<file path="config.mk">
export PLATFORM = sky130hd
export DESIGN_NAME = lut_block
export DESIGN_NICKNAME = d
export VERILOG_FILES = /design/src/include/lut_pkg.sv /design/src/hw/input_sync.sv /design/src/hw/lut_block.sv /design/src/hw/lut_cell.sv
export VERILOG_INCLUDE_DIRS = /design/src /design/src/include
export SDC_FILE = /design/constraint.sdc
export NUM_CORES = 1
export LEC_CHECK = 0
export BUFFER_PORTS_ARGS = -buffer_cell sky130_fd_sc_hd__buf_2
export CAP_MARGIN = 15
export CORE_AREA = 2 2 154 216
export CTS_BUF_LIST = sky130_fd_sc_hd__clkbuf_4 sky130_fd_sc_hd__clkbuf_8
export CTS_CLUSTER_DIAMETER = 200
export DETAILED_ROUTE_END_ITERATION = 7
export DIE_AREA = 0 0 156 218
export REMOVE_ABC_BUFFERS = 1
export SYNTH_ARGS = -nofsm -noshare
export SYNTH_HDL_FRONTEND = slang
export SYNTH_SLANG_ARGS = --single-unit
</file>
<file path="constraint.sdc">
create_clock -name core_clk -period 3.8 [get_ports core_clk]
set_clock_uncertainty 0.05 [all_clocks]
set_input_delay 1.14 -clock core_clk [delete_from_list [all_inputs] [get_ports core_clk]]
set_output_delay 1.14 -clock core_clk [all_outputs]
set_load 0.03 [all_outputs]
</file>
<file path="src/include/lut_defs.svh">
// Register indices, field positions and reset values of the look-up table block.
// Assumes word-indexed register access; byte address is four times the index.
`ifndef LUT_DEFS_SVH
`define LUT_DEFS_SVH

// Register indices (word index on the bus)
`define LUT_GLOBAL_CTRL_IDX 6'h00
`define LUT_OUT_STATUS_IDX 6'h04
`define LUT_CTRLA_IDX 6'h08
`define LUT_SELB_IDX 6'h09
`define LUT_SELC_IDX 6'h0A
`define LUT_TRUTH_IDX 6'h0B
`define LUT_STRIDE 6'h04

// Field positions
`define LUT_ENABLE_BIT 0
`define LUT_GLOBAL_EN_BIT 0
`define LUT_IN1_SEL_MSB 7
`define LUT_IN1_SEL_LSB 4
`define LUT_IN0_SEL_MSB 3
`define LUT_IN0_SEL_LSB 0
`define LUT_IN2_SEL_MSB 3
`define LUT_IN2_SEL_LSB 0

// Reset values
`define LUT_REG_RESET 8'h00

`endif

</file>
<file path="src/include/lut_pkg.sv">
// Types shared by the look-up table block.
// Assumes nothing of its surroundings.
package lut_pkg;

	// Input source codes of each table input selector
	typedef enum logic [3:0] {
		SRC_MASK = 4'h0,
		SRC_FEEDBACK = 4'h1,
		SRC_LINK = 4'h2,
		SRC_EVENT_A = 4'h3,
		SRC_EVENT_B = 4'h4,
		SRC_PIN = 4'h5,
		SRC_COMPARATOR = 4'h6,
		SRC_ZERO_CROSS = 4'h7,
		SRC_SERIAL_TXD = 4'h8,
		SRC_SPI = 4'h9,
		SRC_TIMER_A0 = 4'hA,
		SRC_TIMER_A1 = 4'hB,
		SRC_TIMER_B = 4'hC,
		SRC_TIMER_D = 4'hD
	} src_code_e;

	typedef logic [7:0] reg_byte_t;
	typedef logic [15:0] src_vec_t;

endpackage
</file>
<file path="src/hw/input_sync.sv">
// Two-stage synchroniser for a bus of independent level inputs.
// Assumes each bit is a slow level; multi-bit coherence is not kept.
`timescale 1ns/1ns
`default_nettype none
module input_sync #(
	parameter int WIDTH = 1
) (
	input wire logic core_clk,
	input wire logic rst_b,
	input wire logic [WIDTH-1:0] async_in,
	output logic [WIDTH-1:0] sync_out
);
	logic [WIDTH-1:0] meta_q;

	// First stage is read only by the second stage
	always_ff @(posedge core_clk) begin
		if (!rst_b) begin
			meta_q <= '0;
			sync_out <= '0;
		end else begin
			meta_q <= async_in;
			sync_out <= meta_q;
		end
	end
endmodule
`default_nettype wire

</file>
<file path="src/hw/lut_block.sv">
// Six configurable look-up tables with their input selectors, behind an
// Avalon-MM slave with waitrequest. Assumes peripheral sources may be asynchronous.
//
// Contract
// - Each table has an enable at bit 0 of its first control register.
// - Input 1 source comes from bits 7:4 of the second control register.
// - Input 0 source comes from bits 3:0 of the second control register.
// - Input 2 source comes from bits 3:0 of the third control register.
// - Codes 0-4: masked, own feedback, next table, event A, event B.
// - Codes 5-8: pin, comparator, zero-cross, serial transmit k; 9 is MOSI for inputs 0,1.
// - For input 2, code 9 selects the SPI serial clock instead.
// - Codes A-D: type-A timer waveforms, type-B timer k, type-D waveform A/B/C.
// - Output is the pattern bit indexed by the three selected inputs.
`timescale 1ns/1ns
`default_nettype none
`include "lut_defs.svh"
module lut_block #(
	parameter int NUM_LUT = 6
) (
	input wire logic core_clk,
	input wire logic rst_b,
	input wire logic [5:0] avs_address,
	input wire logic avs_read,
	input wire logic avs_write,
	input wire logic [31:0] avs_writedata,
	input wire logic [3:0] avs_byteenable,
	output logic [31:0] avs_readdata,
	output logic avs_waitrequest,
	input wire logic [NUM_LUT-1:0] event_a,
	input wire logic [NUM_LUT-1:0] event_b,
	input wire logic [3*NUM_LUT-1:0] pin_in,
	input wire logic [2:0] comparator_out,
	input wire logic [2:0] zero_cross_out,
	input wire logic [2:0] serial_txd,
	input wire logic spi_mosi,
	input wire logic spi_sck,
	input wire logic [2:0] timer_a0_wave,
	input wire logic [2:0] timer_a1_wave,
	input wire logic [2:0] timer_b_out,
	input wire logic [2:0] timer_d_wave,
	output logic [NUM_LUT-1:0] lut_out
);
	import lut_pkg::*;

	// ----------------------------------------
	// Source synchronisation
	// ----------------------------------------
	localparam int SYNC_W = 23 + 5 * NUM_LUT;

	logic [SYNC_W-1:0] sync_in;
	logic [SYNC_W-1:0] sync_w;
	logic mosi_s;
	logic sck_s;
	logic [2:0] cmp_s;
	logic [2:0] zcd_s;
	logic [2:0] txd_s;
	logic [2:0] ta0_s;
	logic [2:0] ta1_s;
	logic [2:0] tb_s;
	logic [2:0] td_s;
	logic [3*NUM_LUT-1:0] pin_s;
	logic [NUM_LUT-1:0] eva_s;
	logic [NUM_LUT-1:0] evb_s;

	// All peripheral levels are treated as foreign; costs two cycles of latency
	assign sync_in = {event_b, event_a, pin_in, timer_d_wave, timer_b_out, timer_a1_wave,
		timer_a0_wave, serial_txd, zero_cross_out, comparator_out, spi_sck, spi_mosi};

	input_sync #(
		.WIDTH(SYNC_W)
	) u_sync (
		.core_clk(core_clk),
		.rst_b(rst_b),
		.async_in(sync_in),
		.sync_out(sync_w)
	);

	// Unpack the synchronised bus
	assign mosi_s = sync_w[0];
	assign sck_s = sync_w[1];
	assign cmp_s = sync_w[4:2];
	assign zcd_s = sync_w[7:5];
	assign txd_s = sync_w[10:8];
	assign ta0_s = sync_w[13:11];
	assign ta1_s = sync_w[16:14];
	assign tb_s = sync_w[19:17];
	assign td_s = sync_w[22:20];
	assign pin_s = sync_w[23 +: 3*NUM_LUT];
	assign eva_s = sync_w[23+3*NUM_LUT +: NUM_LUT];
	assign evb_s = sync_w[23+4*NUM_LUT +: NUM_LUT];

	// ----------------------------------------
	// Bus handshake
	// ----------------------------------------
	logic req_w;
	logic accept_w;
	logic wr_w;
	logic wait_q;
	logic wait_d;
	logic [31:0] rdata_q;
	logic [31:0] rdata_d;

	assign req_w = avs_read | avs_write;
	// Access completes in the cycle where waitrequest is low
	assign accept_w = req_w & ~wait_q;
	assign wr_w = avs_write & ~wait_q & avs_byteenable[0];
	// One wait cycle per access, then waitrequest drops for exactly one cycle
	assign wait_d = ~(req_w & wait_q);

	always_ff @(posedge core_clk) begin
		if (!rst_b) begin
			wait_q <= 1'b1;
		end else begin
			wait_q <= wait_d;
		end
	end

	assign avs_waitrequest = wait_q;

	// ----------------------------------------
	// Global control and status
	// ----------------------------------------
	logic glob_en_q;
	logic hit_glob_w;
	logic hit_stat_w;
	logic cfg_open_w;

	assign hit_glob_w = avs_address == `LUT_GLOBAL_CTRL_IDX;
	assign hit_stat_w = avs_address == `LUT_OUT_STATUS_IDX;
	// Configuration may change only with the unit stopped
	assign cfg_open_w = ~glob_en_q;

	always_ff @(posedge core_clk) begin
		if (!rst_b) begin
			glob_en_q <= 1'b0;
		end else if (wr_w && hit_glob_w) begin
			glob_en_q <= avs_writedata[`LUT_GLOBAL_EN_BIT];
		end
	end

	// ----------------------------------------
	// Per-table registers and cells
	// ----------------------------------------
	reg_byte_t ctrla_q [NUM_LUT];
	reg_byte_t selb_q [NUM_LUT];
	reg_byte_t selc_q [NUM_LUT];
	reg_byte_t truth_q [NUM_LUT];
	logic [31:0] rd_term [NUM_LUT];
	logic [NUM_LUT-1:0] any_hit_w;

	genvar n;
	genvar k;
	generate
		for (n = 0; n < NUM_LUT; n++) begin : g_lut
			localparam logic [5:0] OFS = 6'(4 * n);
			logic hit_a;
			logic hit_b;
			logic hit_c;
			logic hit_t;
			logic prot_wr;
			src_vec_t src [3];

			assign hit_a = avs_address == (`LUT_CTRLA_IDX + OFS);
			assign hit_b = avs_address == (`LUT_SELB_IDX + OFS);
			assign hit_c = avs_address == (`LUT_SELC_IDX + OFS);
			assign hit_t = avs_address == (`LUT_TRUTH_IDX + OFS);
			assign any_hit_w[n] = hit_a | hit_b | hit_c | hit_t;
			// Protected writes are dropped silently while running
			assign prot_wr = wr_w & cfg_open_w;

			// Control, selector and pattern registers
			always_ff @(posedge core_clk) begin
				if (!rst_b) begin
					ctrla_q[n] <= `LUT_REG_RESET;
					selb_q[n] <= `LUT_REG_RESET;
					selc_q[n] <= `LUT_REG_RESET;
					truth_q[n] <= `LUT_REG_RESET;
				end else begin
					if (prot_wr && hit_a) ctrla_q[n] <= avs_writedata[7:0];
					if (prot_wr && hit_b) selb_q[n] <= avs_writedata[7:0];
					if (prot_wr && hit_c) selc_q[n] <= {4'h0, avs_writedata[3:0]};
					if (prot_wr && hit_t) truth_q[n] <= avs_writedata[7:0];
				end
			end

			// Read-back term for this table
			assign rd_term[n] = hit_a ? {24'h000000, ctrla_q[n]} :
				hit_b ? {24'h000000, selb_q[n]} :
				hit_c ? {24'h000000, selc_q[n]} :
				hit_t ? {24'h000000, truth_q[n]} : 32'h00000000;

			// Source vector for each input; index is the selector code
			for (k = 0; k < 3; k++) begin : g_in
				assign src[k][SRC_MASK] = 1'b0;
				assign src[k][SRC_FEEDBACK] = lut_out[n];
				assign src[k][SRC_LINK] = lut_out[(n + 1) % NUM_LUT];
				assign src[k][SRC_EVENT_A] = eva_s[n];
				assign src[k][SRC_EVENT_B] = evb_s[n];
				assign src[k][SRC_PIN] = pin_s[3*n + k];
				assign src[k][SRC_COMPARATOR] = cmp_s[k];
				assign src[k][SRC_ZERO_CROSS] = zcd_s[k];
				// Valid only with the serial port in async or sync host mode
				assign src[k][SRC_SERIAL_TXD] = txd_s[k];
				// Valid only with the SPI in host mode
				assign src[k][SRC_SPI] = (k == 2) ? sck_s : mosi_s;
				assign src[k][SRC_TIMER_A0] = ta0_s[k];
				assign src[k][SRC_TIMER_A1] = ta1_s[k];
				assign src[k][SRC_TIMER_B] = tb_s[k];
				assign src[k][SRC_TIMER_D] = td_s[k];
				assign src[k][15:14] = 2'b00; // Reserved codes read as masked
			end

			lut_cell u_cell (
				.core_clk(core_clk),
				.rst_b(rst_b),
				.enable(glob_en_q & ctrla_q[n][`LUT_ENABLE_BIT]),
				.sel0(src_code_e'(selb_q[n][`LUT_IN0_SEL_MSB:`LUT_IN0_SEL_LSB])),
				.sel1(src_code_e'(selb_q[n][`LUT_IN1_SEL_MSB:`LUT_IN1_SEL_LSB])),
				.sel2(src_code_e'(selc_q[n][`LUT_IN2_SEL_MSB:`LUT_IN2_SEL_LSB])),
				.truth(truth_q[n]),
				.src0(src[0]),
				.src1(src[1]),
				.src2(src[2]),
				.out_q(lut_out[n])
			);
		end
	endgenerate

	// ----------------------------------------
	// Read data
	// ----------------------------------------
	// Unmapped addresses read as zero; reads have no side effects
	always_comb begin
		rdata_d = 32'h00000000;
		if (hit_glob_w) rdata_d = {31'h00000000, glob_en_q};
		if (hit_stat_w) rdata_d = {{(32-NUM_LUT){1'b0}}, lut_out};
		for (int i = 0; i < NUM_LUT; i++) begin
			rdata_d = rdata_d | rd_term[i];
		end
	end

	// Captured during the wait cycle so it stands while waitrequest is low
	always_ff @(posedge core_clk) begin
		if (!rst_b) begin
			rdata_q <= 32'h00000000;
		end else if (avs_read && wait_q) begin
			rdata_q <= rdata_d;
		end
	end

	assign avs_readdata = rdata_q;
endmodule
`default_nettype wire

</file>
<file path="src/hw/lut_cell.sv">
// One three-input look-up table: input selection and truth-pattern evaluation.
// Assumes source vectors are already synchronised to core_clk.
`timescale 1ns/1ns
`default_nettype none
module lut_cell (
	input wire logic core_clk,
	input wire logic rst_b,
	input wire logic enable,
	input wire lut_pkg::src_code_e sel0,
	input wire lut_pkg::src_code_e sel1,
	input wire lut_pkg::src_code_e sel2,
	input wire lut_pkg::reg_byte_t truth,
	input wire lut_pkg::src_vec_t src0,
	input wire lut_pkg::src_vec_t src1,
	input wire lut_pkg::src_vec_t src2,
	output logic out_q
);
	import lut_pkg::*;

	logic [2:0] table_input_vector;
	logic out_d;

	// Input 0 is the low index bit, input 2 the high one
	assign table_input_vector = {src2[sel2], src1[sel1], src0[sel0]};
	assign out_d = enable & truth[table_input_vector];

	// Registered output also serves as feedback and link source without a loop
	always_ff @(posedge core_clk) begin
		if (!rst_b) begin
			out_q <= 1'b0;
		end else begin
			out_q <= out_d;
		end
	end
endmodule
`default_nettype wire

</file>
Word-level counts from Yosys, hierarchy flattened
Memories as Yosys holds them, arrays and structs flattened.
Index checks and enable logic that the tools add are counted.
Storage, ports and cells
  register bits: 146
  RAM bits: 168
  input port bits: 99
  word-level logic and storage cells: 312
  memories: 4
Memory list
  ctrla_q: words 6, width 8, rd ports 6, clocked after memory_dff 0, write ports 6, line lut_block.sv:144  | reg_byte_t ctrla_q [NUM_LUT];
  selb_q: words 6, width 8, rd ports 6, clocked after memory_dff 0, write ports 6, line lut_block.sv:145  | reg_byte_t selb_q [NUM_LUT];
  truth_q: words 6, width 8, rd ports 6, clocked after memory_dff 0, write ports 6, line lut_block.sv:147  | reg_byte_t truth_q [NUM_LUT];
  selc_q: words 6, width 4, rd ports 6, clocked after memory_dff 0, write ports 6, line lut_block.sv:146  | reg_byte_t selc_q [NUM_LUT];
Cells by class
  $lt $le $gt $ge: 24
  eq/ne operators: 25
  multiplexer cells: 171
  bitwise operators: 50
  reduce and logical (&&, ||, !) cells: 27
Operators with widths (count)
  $mux 8: 42
  $or 32x8->32: 6
  $mux 1: 98
  $eq 6x5->1 const B: 16
  $lt 4x5->1 const B: 18
  $bmux 1 s4: 18
  $eq 6x4->1 const B: 8
  $mux 32: 1
  $logic_and 1x1->1: 26
  $or 1x1->1: 25
  $lt 3x4->1 const B: 6
  $mux 4: 6
  $bmux 1 s3: 6
  $and 1x1->1: 16
  $eq 6x3->1 const B: 1
  $logic_not 6->1: 1
  $not 1->1: 3

Depth between registers and ports, before layout
Gate-level depths: netlist of the first run.
  depth in word-level cells: 11
  depth in mapped cells: 9
  gate-level depth less buffers: 6

Hierarchy
A second synthesis of the first run with hierarchy kept.
Second synthesis, totals
  cell total of the unflattened synthesis: 1182
  area, all modules: 14741.6 um^2
By module, submodules not included
  lut_block: times used 1, cells an instance 707, area an instance 8642.0 um^2, seq. area each 5245.0 um^2
  lut_cell: times used 6, cells an instance 42, area an instance 538.0 um^2, seq. area each 20.0 um^2
  input_sync: times used 1, cells an instance 223, area an instance 2871.5 um^2, seq. area each 2122.0 um^2

Worst setup path after synthesis of the first run
OpenSTA, ideal clock, no wires.
  kind: input to register
  start: in avs_address[5]
  end: mem ctrla_q[5][0] (netlist name) (enable)
  library setup time: 0.329 ns
  arrival: 2.542 ns
  setup slack: 0.879 ns
  cell stages on the path: 5
  path buffers: 1
  path through: or4b_4 > nor2_1 > clkbuf_1 > nand2_1 > nand2_1
RTL lines
  from (decl): line lut_block.sv:22  | input wire logic [5:0] avs_address,
  to (decl): line lut_block.sv:144

Worst setup path after layout of the first run
  start: in avs_address[0]
  end: reg rdata_q[3], in the netlist avs_readdata[3]
On the way
  word-level cells in the longest chain between the ends: 11
  elaborated cells on any way between the ends: 56
  classes of those cells: 25 x eq/ne; 25 x mux; 6 x bitwise
RTL lines
  $eq 6x4->1: line lut_block.sv:166  | assign hit_t = avs_address == (`LUT_TRUTH_IDX + OFS);
  $mux 8: line lut_block.sv:190  | hit_t ? {24'h000000, truth_q[n]} : 32'h00000000;
  $mux 8: line lut_block.sv:189  | hit_c ? {24'h000000, selc_q[n]} :
  $mux 8: line lut_block.sv:188  | hit_b ? {24'h000000, selb_q[n]} :
  $mux 8: line lut_block.sv:187  | assign rd_term[n] = hit_a ? {24'h000000, ctrla_q[n]} :
  $or 32x8->32 (5 in a row): line lut_block.sv:238  | rdata_d = rdata_d | rd_term[i];
  $or 32x8->32 (*): line lut_block.sv:238
  to (signal assigned): line lut_block.sv:247  | rdata_q <= rdata_d;
  to (decl): line lut_block.sv:100  | logic [31:0] rdata_q;
Mark *: on every way between the ends. The rest lies on a longest branch, timed or not.
A chain may end at the register's enable or synchronous reset.

==> impl_metrics.csv, run 1 <==
group,metric,value,unit
floorplan,die_w,156,µm
floorplan,die_area,34000,µm²
clock_tree,ctsResizeCount,0,
clock_tree,clockBufferDepth,3,
placement,dp_cells,1671,
worst_hold_path,hold_start,"u_sync.meta_q[38]",
floorplan,core_area,32100,µm²
critical_path,rr_startpoint,"g_lut[5].u_cell.out_q",
clock_tree,cts_tree,"done",
worst_hold_path,hold_path_class,"flop to flop",
drt,wl_met3,3530,µm
global_routing,grt_pass1_wl,69200,µm
cells_and_area,area.growth.synth_to_final,12.3,%
synth,ys_async_sr_fraction,0,%
drt,via_per_inst,6.08,
clock_tree,insertion_delay,0.62,ns
placement,io_buffers,86,
critical_path,crit_path_frequent_cell,"buf_4",
critical_path,regToRegSetupSlack,1.23,ns
clock_tree,htreeDepth,2,
cells_and_area,fin_util,50.0,%
clock_tree,cts_root_buffer,"clkbuf_8",
flow_run,maxCapViolations,0,
global_routing,grt_overflow_total,0,
floorplan,fp.dieH,218,µm
run_status,status,"complete, no violations",
timing,timing.final.crit_share,77.7,%
timing,finalHoldViolations,0,
global_routing,grt_max_degree,93,
pwr,totalPowerFinal,7.05,mW
drt,wl,48100,µm
critical_path,setup.worst_path.start_class,"input pin",
synth,ys_types,63,
synth,synth-edff-count,168,
drt,drtPass1Iterations,8,
synth,yosysWarnings,0,
critical_path,crit_chain,"buf_2 > nand2b_1 > buf_4 > nor4_1 > a22oi_1 > nand4_1 > a2111oi_0 > buf_4 > a31oi_1",
synth,synth_ff_type,"edfxtp_1",
placement,hpwl,32600,µm
global_routing,antenna_found_initial,2,
critical_path,path_max_fanout,17,
placement,gp_congestion,0.961,
critical_path,cp.arrival,3.41,ns
clock_tree,clk_pin_slew,0.06,ns
cells_and_area,final_cells,1760,
floorplan,start_util,44.5,%
cells_and_area,finalNetCount,1419,
worst_hold_path,min_to,"u_sync.sync_out[38]",
synth,syn_area_per_cell,11.4,µm²
timing,rsz0062_at_grt,"false",
pwr,p_leak,6.66,nW
timing,slew_viol_final,0,
drt,drc,0,
critical_path,r2r_end,"g_lut[4].u_cell.out_q",
drt,num_vias,10700,
global_routing,grt_pass1_vias,10700,
clock_tree,clock_sinks,290,
timing,slew_headroom,25.4,%
timing,fin_crit,2.95,ns
clock_tree,numCtsBuffers,47,
critical_path,rr_worst_depth,6,
floorplan,num_io_pins,138,
critical_path,required,4.26,ns
synth,syn-cell-area,14300,µm²
pwr,peakVddDrop,0.224,mV
placement,place_area,15000,µm²
drt,routed.top_layer,"met4",
cells_and_area,fillers,2877,
drt,m1WireLength,17100,µm
global_routing,grt_use_total,28.4,%
synth,synth.yosys.seq_area_share,52.4,%
drt,ant_nets,0,
critical_path,cpMaxStageDelayCell,"nor4_1",
cells_and_area,layout-drive-gt1-share,21.3,%
drt,post_drt_wl_per_cell,27.3,µm
cells_and_area,stdcell_area,16000,µm²
synth,ys_ff_latch,290,
pwr,power_density,439,nW/µm²
drt,drt-initial-drc-count,1007,
worst_hold_path,hold_depth,1,
timing,worst_pin_slew,1.11,ns
clock_tree,post-cts-setup-buffer-count,0,
timing,timing.fmax,339,MHz
timing,tns,0,ns
critical_path,crit_path_end_kind,"flop",
critical_path,crit_type,"input pin to flop",
drt,wl_met2,23300,µm
floorplan,row_count,78,
critical_path,crit_path_max_incr_delay,0.84,ns
clock_tree,cts_hold_buf,0,
timing,setup_viol,0,
synth,synthCells,1254,
## per-stage QoR
| stage | hold slack (ns) | setup slack (ns) |
|---|---|---|
| final | 0.357 | 0.847 |
| after global placement | 0.365 | 0.386 |
| after CTS | 0.374 | 0.953 |
| after detailed placement | 0.367 | 0.331 |
| after global routing | 0.394 | 0.851 |
| after floorplan | 0.362 | -0.777 |
## registers in the layout (all words and copies together) (netlist names)
name / cells
truth_q: 48
u_sync.meta_q: 53
selb_q: 48
selc_q: 24
avs_waitrequest: 1
u_sync.sync_out: 53
glob_en_q: 1
ctrla_q: 48
avs_readdata: 8
g_lut.u_cell.out_q: 6
## area by class of cell
type,instances,area [µm²],share of cell area (%)
flip-flops and latches,290,7490,46.7
clock inverters,17,154,0.959
repair buffers,123,748,4.66
diodes,1,2.50,0.0156
inverters,11,41.3,0.257
clock buffers,71,896,5.58
well taps,400,500,3.12
multi-input cells,847,6220,38.7
## worst max-delay path by stage
stage	from	end	slack, ns	cells past startpoint
detailed placement	avs_address[1]	avs_readdata[4]	0.33	9
global route	avs_address[1]	avs_readdata[4]	0.85	9
finish	avs_address[0]	avs_readdata[3]	0.85	9
floorplan	avs_byteenable[0]	selc_q[1][0]	-0.78	6
CTS	avs_address[0]	avs_readdata[3]	0.95	9
global placement	avs_address[0]	avs_readdata[3]	0.39	9
## layout by cell type (no fill, tap or decap), types with 4 or more instances in the layout
master / instances
mux2i_4: 4
and3_1: 165
clkbuf_4: 13
nor3b_1: 10
and2_1: 111
a22oi_1: 62
nor2_1: 38
mux2_1: 4
a2111oi_0: 4
nor4_1: 9
inv_1: 11
mux2_2: 29
nand3b_1: 7
conb_1: 24
mux4_2: 32
dfxtp_1: 122
o22ai_1: 5
a22oi_2: 4
nand3_1: 6
nor2b_1: 17
clkbuf_8: 58
buf_4: 35
nor3_1: 4
o311ai_1: 4
buf_2: 85
mux2i_1: 84
a211oi_1: 10
o211ai_1: 7
edfxtp_1: 168
nand2b_1: 11
a21oi_1: 12
nand2_1: 97
nand4_1: 13
o21ai_0: 23
a22o_1: 8
clkinv_2: 7
## power breakdown
group	total [mW]	internal, mW	switching [mW]	leakage (nW)
logic	0.494	0.186	0.308	3.36
registers	3.59	3.44	0.149	2.74
clock network	2.97	1.66	1.30	0.561
## cell families after synthesis
kind of cell	count (synthesis)	synth area share (%)
muxes	154	14.3
other	1	0.0262
AOI/OAI and AO/OA	161	8.33
and+or+nand+nor	508	20.2
buffers and inverters	140	4.76
DFF	290	52.4
## worst max-delay path: cells and delay by family
kind / cells / cell delay, ns
AO/OA/AOI/OAI: 3 / 0.49
buffers and inverters: 3 / 0.54
AND/OR/NAND/NOR: 3 / 1.24
## routing by layer
layer | vias up | track usage (%)
met5 | - | 0
met4 | 0 | 21.9
met3 | 181 | 4.05
met2 | 591 | 48.0
met1 | 5171 | 32.4
li1 | 4754 | -
## Yosys cell counts (all sizes together), types with 7 or more instances
| cell type | number | area, µm² |
|---|---|---|
| edfxtp | 168 | 5040 |
| and3 | 165 | 1030 |
| dfxtp | 122 | 2440 |
| and2 | 113 | 707 |
| nand2 | 97 | 364 |
| mux2i | 88 | 931 |
| clkbuf | 78 | 293 |
| a22oi | 66 | 516 |
| buf | 51 | 347 |
| nor2 | 41 | 159 |
| mux2 | 33 | 372 |
| mux4 | 33 | 747 |
| o21ai | 23 | 115 |
| nor2b | 17 | 106 |
| nand4 | 13 | 81.3 |
| a21oi | 12 | 60.1 |
| inv | 11 | 41.3 |
| nand2b | 11 | 68.8 |
| a211oi | 10 | 75.1 |
| nor3b | 10 | 75.1 |
| nor4 | 9 | 56.3 |
| a22o | 8 | 70.1 |
| o211ai | 8 | 73.8 |
| nand3b | 7 | 52.6 |
No activity file was read; power rests on OpenSTA's default activity.
==> inputs of run 2 (changes only) <==
--- a/config.mk
+++ b/config.mk
@@ -13,6 +13,7 @@
 export CTS_CLUSTER_DIAMETER = 200
 export DETAILED_ROUTE_END_ITERATION = 7
 export DIE_AREA = 0 0 156 218
+export PLACE_DENSITY = 0.65
 export REMOVE_ABC_BUFFERS = 1
 export SYNTH_ARGS = -nofsm -noshare
 export SYNTH_HDL_FRONTEND = slang
==> constraint.sdc (replaced) <==
create_clock -name core_clk -period 2.5 [get_ports core_clk]
set_clock_uncertainty 0.05 [all_clocks]
set_input_delay 0.75 -clock core_clk [delete_from_list [all_inputs] [get_ports core_clk]]
set_output_delay 0.75 -clock core_clk [all_outputs]
set_load 0.03 [all_outputs]
==> run 2 against run 1 <==
  * Die area did not move
  * Global-route usage rose by 0.91 points
  * First-iteration DRC count fell by 0.70%
  * Power rose by 57%
  * Combinational power rose by 83%
  * Final area rose by 7.7%
  * Hold slack got worse by 0.055 ns
  * Non-clock buffer count rose by 143
  * Via count rose by 4.7%
  * Count of clock-buffer cells in the layout fell by 4
  * Flip-flop and latch count did not move
  * Highest routed layer is now met5
  * Sequential power rose by 52%
==> impl_metrics.csv, run 2 (same netlist as run 1, synthesis figures left out) <==
group,metric,value,unit
clock_tree,cts_hold_buf,0,
critical_path,crit_chain,"buf_4 > mux2i_1 > mux4_2 > mux2i_4 > mux2_1 > o311ai_1 > nor4_1",
timing,fin_crit,2.44,ns
clock_tree,cts_root_buffer,"clkbuf_8",
flow_run,maxCapViolations,0,
timing,timing.final.crit_share,97.6,%
timing,rsz0062_at_grt,"false",
global_routing,grt_pass1_vias,11100,
timing,slew_headroom,45.2,%
drt,drc,0,
pwr,peakVddDrop,0.430,mV
critical_path,required,2.93,ns
cells_and_area,layout-drive-gt1-share,28.7,%
placement,io_buffers,86,
pwr,p_leak,7.44,nW
floorplan,core_area,32100,µm²
pwr,power_density,639,nW/µm²
critical_path,crit_path_end_kind,"flop",
timing,timing.fmax,410,MHz
cells_and_area,regArea,7490,µm²
floorplan,start_util,44.5,%
drt,drt-initial-drc-count,1000,
drt,wl,49600,µm
timing,worst_pin_slew,0.822,ns
timing,setup_viol,0,
drt,post_drt_wl_per_cell,26.1,µm
clock_tree,cts_tree,"done",
timing,slew_viol_final,0,
cells_and_area,finalNetCount,1561,
clock_tree,clock_sinks,290,
floorplan,row_count,78,
timing,setup_slack,0.0606,ns
floorplan,fp.dieH,218,µm
cells_and_area,fillers,2780,
floorplan,die_area,34000,µm²
critical_path,cp.arrival,2.87,ns
clock_tree,insertion_delay,0.60,ns
worst_hold_path,hold_path_class,"input pin to flop",
run_status,status,"complete, no violations",
clock_tree,htreeDepth,2,
global_routing,grt_use_total,29.3,%
critical_path,crit_path_max_incr_delay,0.53,ns
pwr,totalPowerFinal,11.0,mW
cells_and_area,multi_input_area,6220,µm²
global_routing,grt_max_degree,61,
placement,gp_congestion,1.02,
cells_and_area,area.growth.synth_to_final,20.9,%
clock_tree,numCtsBuffers,46,
drt,num_vias,11200,
drt,ant_nets,0,
cells_and_area,reg.largest.list,"u_sync.meta_q (53), u_sync.sync_out (53)",
clock_tree,clockBufferDepth,3,
global_routing,grt_pass1_wl,71500,µm
timing,whs,0.302,ns
global_routing,antenna_found_initial,2,
critical_path,path_max_fanout,6,
cells_and_area,final_cell_mix,"168 x edfxtp_1, 168 x buf_4, 165 x and3_1",
drt,drtPass1Iterations,6,
timing,finalHoldViolations,0,
drt,via_per_inst,5.89,
critical_path,setup.worst_path.start_class,"flop",
floorplan,num_io_pins,138,
placement,pre_cts_ws,-0.412,ns
global_routing,grt_overflow_total,0,
critical_path,cpMaxStageDelayCell,"mux4_2",
clock_tree,clk_pin_slew,0.06,ns
critical_path,crit_type,"flop to flop",
clock_tree,ctsResizeCount,0,
floorplan,die_w,156,µm
placement,hpwl,36200,µm
-- run 2: changes by cell type in the layout (fill, tap and decap cells not counted), moves of 2 or more --
cell	before	now
buf_12	3	13
inv_4	3	0
bufinv_16	2	6
diode_2	1	3
buf_4	35	168
clkbuf_8	58	54
-- run 2: area by class of cell --
cell class	instances	share of cell area [%]
Inverter	11	0.239
Timing Repair Buffer	266	11.3
Tap cell	400	2.89
Clock inverter	18	1.43
Multi-Input combinational cell	847	36.0
Clock buffer	67	4.86
Antenna cell	3	0.0434
Sequential cell	290	43.3
-- run 2: path summary, 6_finish.rpt --
path / start / endpoint / slack [ns] / cells past startpoint
setup / recovery: selc_q[5][0] / g_lut[5].u_cell.out_q / 0.06 / 7
hold / removal: pin_in[16] / u_sync.meta_q[39] / 0.30 / 2
setup reg to reg: selc_q[5][0] / g_lut[5].u_cell.out_q / 0.06 / 7
hold reg to reg: u_sync.meta_q[2] / u_sync.sync_out[2] / 0.37 / 1
-- run 2: critical path, delay by kind of cell, from the launching register on --
family                 cells  cell delay (ns)
multiplexers               4             1.32
flip-flops                 1             0.38
AND/OR/NAND/NOR            1             0.08
buffers and inverters      1             0.19
AO/OA/AOI/OAI              1             0.28
-- run 2: stage by stage --
stage | instances | util [%] | area, µm² | setup TNS, ns
floorplan | 1148 | - | 13700 | -264.32
global placement | 1810 | 50.3 | 16200 | -8.72
detailed placement | 1810 | 50.3 | 16200 | -8.89
CTS | 1899 | 53.8 | 17300 | 0
global route | 1900 | 53.8 | 17300 | 0
finish | 1902 | 53.8 | 17300 | 0
-- run 2: repair_timing --
item / CTS / global route
setup endpoints to repair: 1 / 0
buffers inserted: 4 / 0
endpoints found under the hold margin: 0 / 0
-- run 2: power breakdown --
part / switching, mW / internal [mW] / total, mW
combinational: 0.518 / 0.385 / 0.902
clock: 1.91 / 2.80 / 4.71
sequential: 0.210 / 5.23 / 5.44
-- run 2: layer usage --
metal / vias to the layer above / GRT usage, % / part of all wire (%)
met2: 627 / 49.7 / 48
li1: 5039 / - / -
met5: - / 0 / 0.026
met3: 178 / 5.74 / 8.0
met1: 5354 / 32.9 / 35
met4: 2 / 21.3 / 8.4
==> inputs of run 3 (changes only) <==
--- a/config.mk
+++ b/config.mk
@@ -8,13 +8,14 @@
 export LEC_CHECK = 0
 export BUFFER_PORTS_ARGS = -buffer_cell sky130_fd_sc_hd__buf_2
 export CAP_MARGIN = 15
-export CORE_AREA = 2 2 154 216
+export CORE_AREA = 2 2 156 220
 export CTS_BUF_LIST = sky130_fd_sc_hd__clkbuf_4 sky130_fd_sc_hd__clkbuf_8
-export CTS_CLUSTER_DIAMETER = 200
+export CTS_CLUSTER_DIAMETER = 150
 export DETAILED_ROUTE_END_ITERATION = 7
-export DIE_AREA = 0 0 156 218
+export DIE_AREA = 0 0 158 222
 export PLACE_DENSITY = 0.65
 export REMOVE_ABC_BUFFERS = 1
 export SYNTH_ARGS = -nofsm -noshare
 export SYNTH_HDL_FRONTEND = slang
+export SYNTH_HIERARCHICAL = 1
 export SYNTH_SLANG_ARGS = --single-unit
==> run 3 against run 2 <==
  * Cell count increased by 0.89%
  * Critical path type unchanged
  * Via count increased by 0.70%
  * Sequential share of layout area decreased by 1.2 points
  * Non-clock buffer count decreased by 24
  * Setup slack improved by 0.016 ns
  * Die area increased by 3.1%
  * Register-to-register slack improved by 0.02 ns
  * Combinational power increased by 15%
  * Power increased by 1.6%
  * Largest cell class unchanged
==> impl_metrics.csv, run 3 <==
group,metric,value,unit
cells_and_area,finalNetCount,1534,
cells_and_area,final_cell_mix,"178 x and3_1, 168 x edfxtp_1, 151 x buf_4",
cells_and_area,layout-drive-gt1-share,29.4,%
synth,yosysWarnings,6,
worst_hold_path,hold_path_class,"input pin to flop",
synth,ys_async_sr_fraction,0,%
global_routing,grt_max_degree,74,
global_routing,grt_overflow_total,0,
cells_and_area,regArea,7490,µm²
timing,timing.fmax,413,MHz
critical_path,cp.depth,5,
drt,m1WireLength,17900,µm
drt,drt-initial-drc-count,1214,
clock_tree,clk_pin_slew,0.07,ns
floorplan,die_w,158,µm
cells_and_area,fillers,2938,
synth,synth_top_area_share,34.2,%
drt,drc,0,
drt,wl,49100,µm
clock_tree,insertion_delay,0.58,ns
critical_path,rr_worst_depth,5,
timing,slew_viol_final,0,
critical_path,path_max_fanout,6,
drt,ant_nets,0,
timing,worst_pin_slew,0.823,ns
clock_tree,clock_sinks,290,
synth,synthCells,1182,
synth,syn-cell-area,14700,µm²
synth,synth.yosys.seq_area_share,50.8,%
timing,finalHoldViolations,0,
flow_run,maxCapViolations,0,
floorplan,start_util,44.7,%
synth,syn_area_per_cell,12.5,µm²
critical_path,setup.worst_path.start_class,"flop",
critical_path,crit_family,"multiplexers",
cells_and_area,stdcell_area,17800,µm²
timing,timing.final.crit_share,96.9,%
synth,synth_commonest_cells,"178 x and3_1, 168 x edfxtp_1, 127 x and2_1",
global_routing,grt_use_total,28.0,%
pwr,power_density,631,nW/µm²
clock_tree,clockBufferDepth,3,
critical_path,crit_type,"flop to flop",
drt,wl_met3,3960,µm
synth,synth-edff-count,168,
floorplan,row_count,79,
timing,setup_viol,0,
worst_hold_path,hold_depth,2,
cells_and_area,reg.largest.list,"u_sync/meta_q (53), u_sync/sync_out (53)",
critical_path,crit_path_frequent_cell,"mux4_2",
floorplan,num_io_pins,138,
synth,yosys.cell_count.top_type,"and3_1",
synth,synth_ff_type,"edfxtp_1",
critical_path,required,2.92,ns
critical_path,cp.arrival,2.84,ns
drt,drtPass1Iterations,5,
drt,wl_met2,24100,µm
run_status,status,"complete, no violations",
timing,whs,0.319,ns
floorplan,die_area,35100,µm²
cells_and_area,fin_util,53.9,%
placement,place_area,16600,µm²
timing,slew_headroom,45.1,%
placement,pre_cts_ws,-0.278,ns
timing,rsz0062_at_grt,"true",
placement,gp_congestion,0.948,
timing,fin_crit,2.42,ns
drt,routed.top_layer,"met5",
global_routing,antenna_found_initial,3,
critical_path,path_buf_inv,0,
cells_and_area,final_cells,1919,
clock_tree,cts_root_buffer,"clkbuf_8",
critical_path,crit_path_max_incr_delay,0.58,ns
synth,synthTopCellsByArea,"edfxtp_1 34%, dfxtp_1 17%, and3_1 7.6%, mux4_1 6.4%, mux4_2 5.7%",
drt,via_per_inst,5.88,
cells_and_area,layout_commonest_cell,"and3_1",
clock_tree,cts_hold_buf,0,
timing,tns,0,ns
critical_path,cpMaxStageDelayCell,"mux4_2",
synth,synth_area_leader_cell,"edfxtp_1",
placement,hpwl,35100,µm
synth,ys_ff_latch,290,
critical_path,crit_path_end_kind,"flop",
synth,ys_types,68,
pwr,peakVddDrop,0.377,mV
clock_tree,numCtsBuffers,45,
placement,io_buffers,86,
pwr,totalPowerFinal,11.2,mW
floorplan,fp.dieH,222,µm
cells_and_area,multi_input_area,6900,µm²
clock_tree,htreeDepth,2,
drt,post_drt_wl_per_cell,25.6,µm
global_routing,grt_pass1_vias,11000,
clock_tree,cts_tree,"done",
cells_and_area,area.growth.synth_to_final,20.7,%
global_routing,grt_pass1_wl,71000,µm
timing,setup_slack,0.0766,ns
placement,dp_cells,1825,
floorplan,core_area,33000,µm²
drt,num_vias,11300,
critical_path,crit_chain,"mux4_2 > mux4_2 > or3b_1 > o22ai_1 > a211oi_2",
pwr,p_leak,7.58,nW
-- run 3: cell count changes in the layout (fill, tap and decap cells not counted), sizes merged, moves of 13 or more --
| cell | previous run | this run |
|---|---|---|
| mux2 | 33 | 16 |
| a22oi | 66 | 45 |
| mux2i | 88 | 36 |
| buf | 266 | 242 |
| and2 | 113 | 134 |
| and3 | 165 | 178 |
| conb | 24 | 78 |
| a21boi | 0 | 18 |
| mux4 | 33 | 73 |
| nand2 | 97 | 23 |
-- run 3: final cells by class --
| type | instances | area share, % |
|---|---|---|
| diodes | 3 | 0.0422 |
| clock buffers | 67 | 4.65 |
| clock inverters | 16 | 1.48 |
| inverters | 19 | 0.401 |
| multi-input cells | 837 | 38.8 |
| flip-flops and latches | 290 | 42.1 |
| well taps | 445 | 3.13 |
| repair buffers | 242 | 9.43 |
-- run 3: timing repair --
item / in CTS / in global routing
endpoints found under the setup margin: 1 / 4
pin swaps: 0 / 9
setup buffers: 1 / 7
cloned: 0 / 0
resized for setup: 0 / 28
-- run 3: metal layers --
metal,track usage (%),vias up
li1,-,4974
met1,33.9,5502
met2,46.8,628
met3,4.55,172
met4,16.4,2
met5,0,-
-- run 3: logic make-up after synthesis --
family	share of synthesized area [%]
and+or+nand+nor	19.1
AOI/OAI and AO/OA	9.80
buffers and inverters	4.56
muxes	15.7
other	0.0254
DFF	50.8
-- run 3: power breakdown --
group / internal (mW) / total, mW / switching, mW
sequential: 5.23 / 5.42 / 0.196
combinational: 0.453 / 1.04 / 0.586
clock: 2.86 / 4.76 / 1.90
-- run 3: path summary, 6_finish.rpt --
kind / endpoint / from / slack, ns
setup / recovery: g_lut[4].u_cell/out_q / selc_q[4][0] / 0.08
hold / removal: u_sync/meta_q[52] / event_b[5] / 0.32
setup reg to reg: g_lut[4].u_cell/out_q / selc_q[4][0] / 0.08
hold reg to reg: u_sync/sync_out[2] / u_sync/meta_q[2] / 0.38
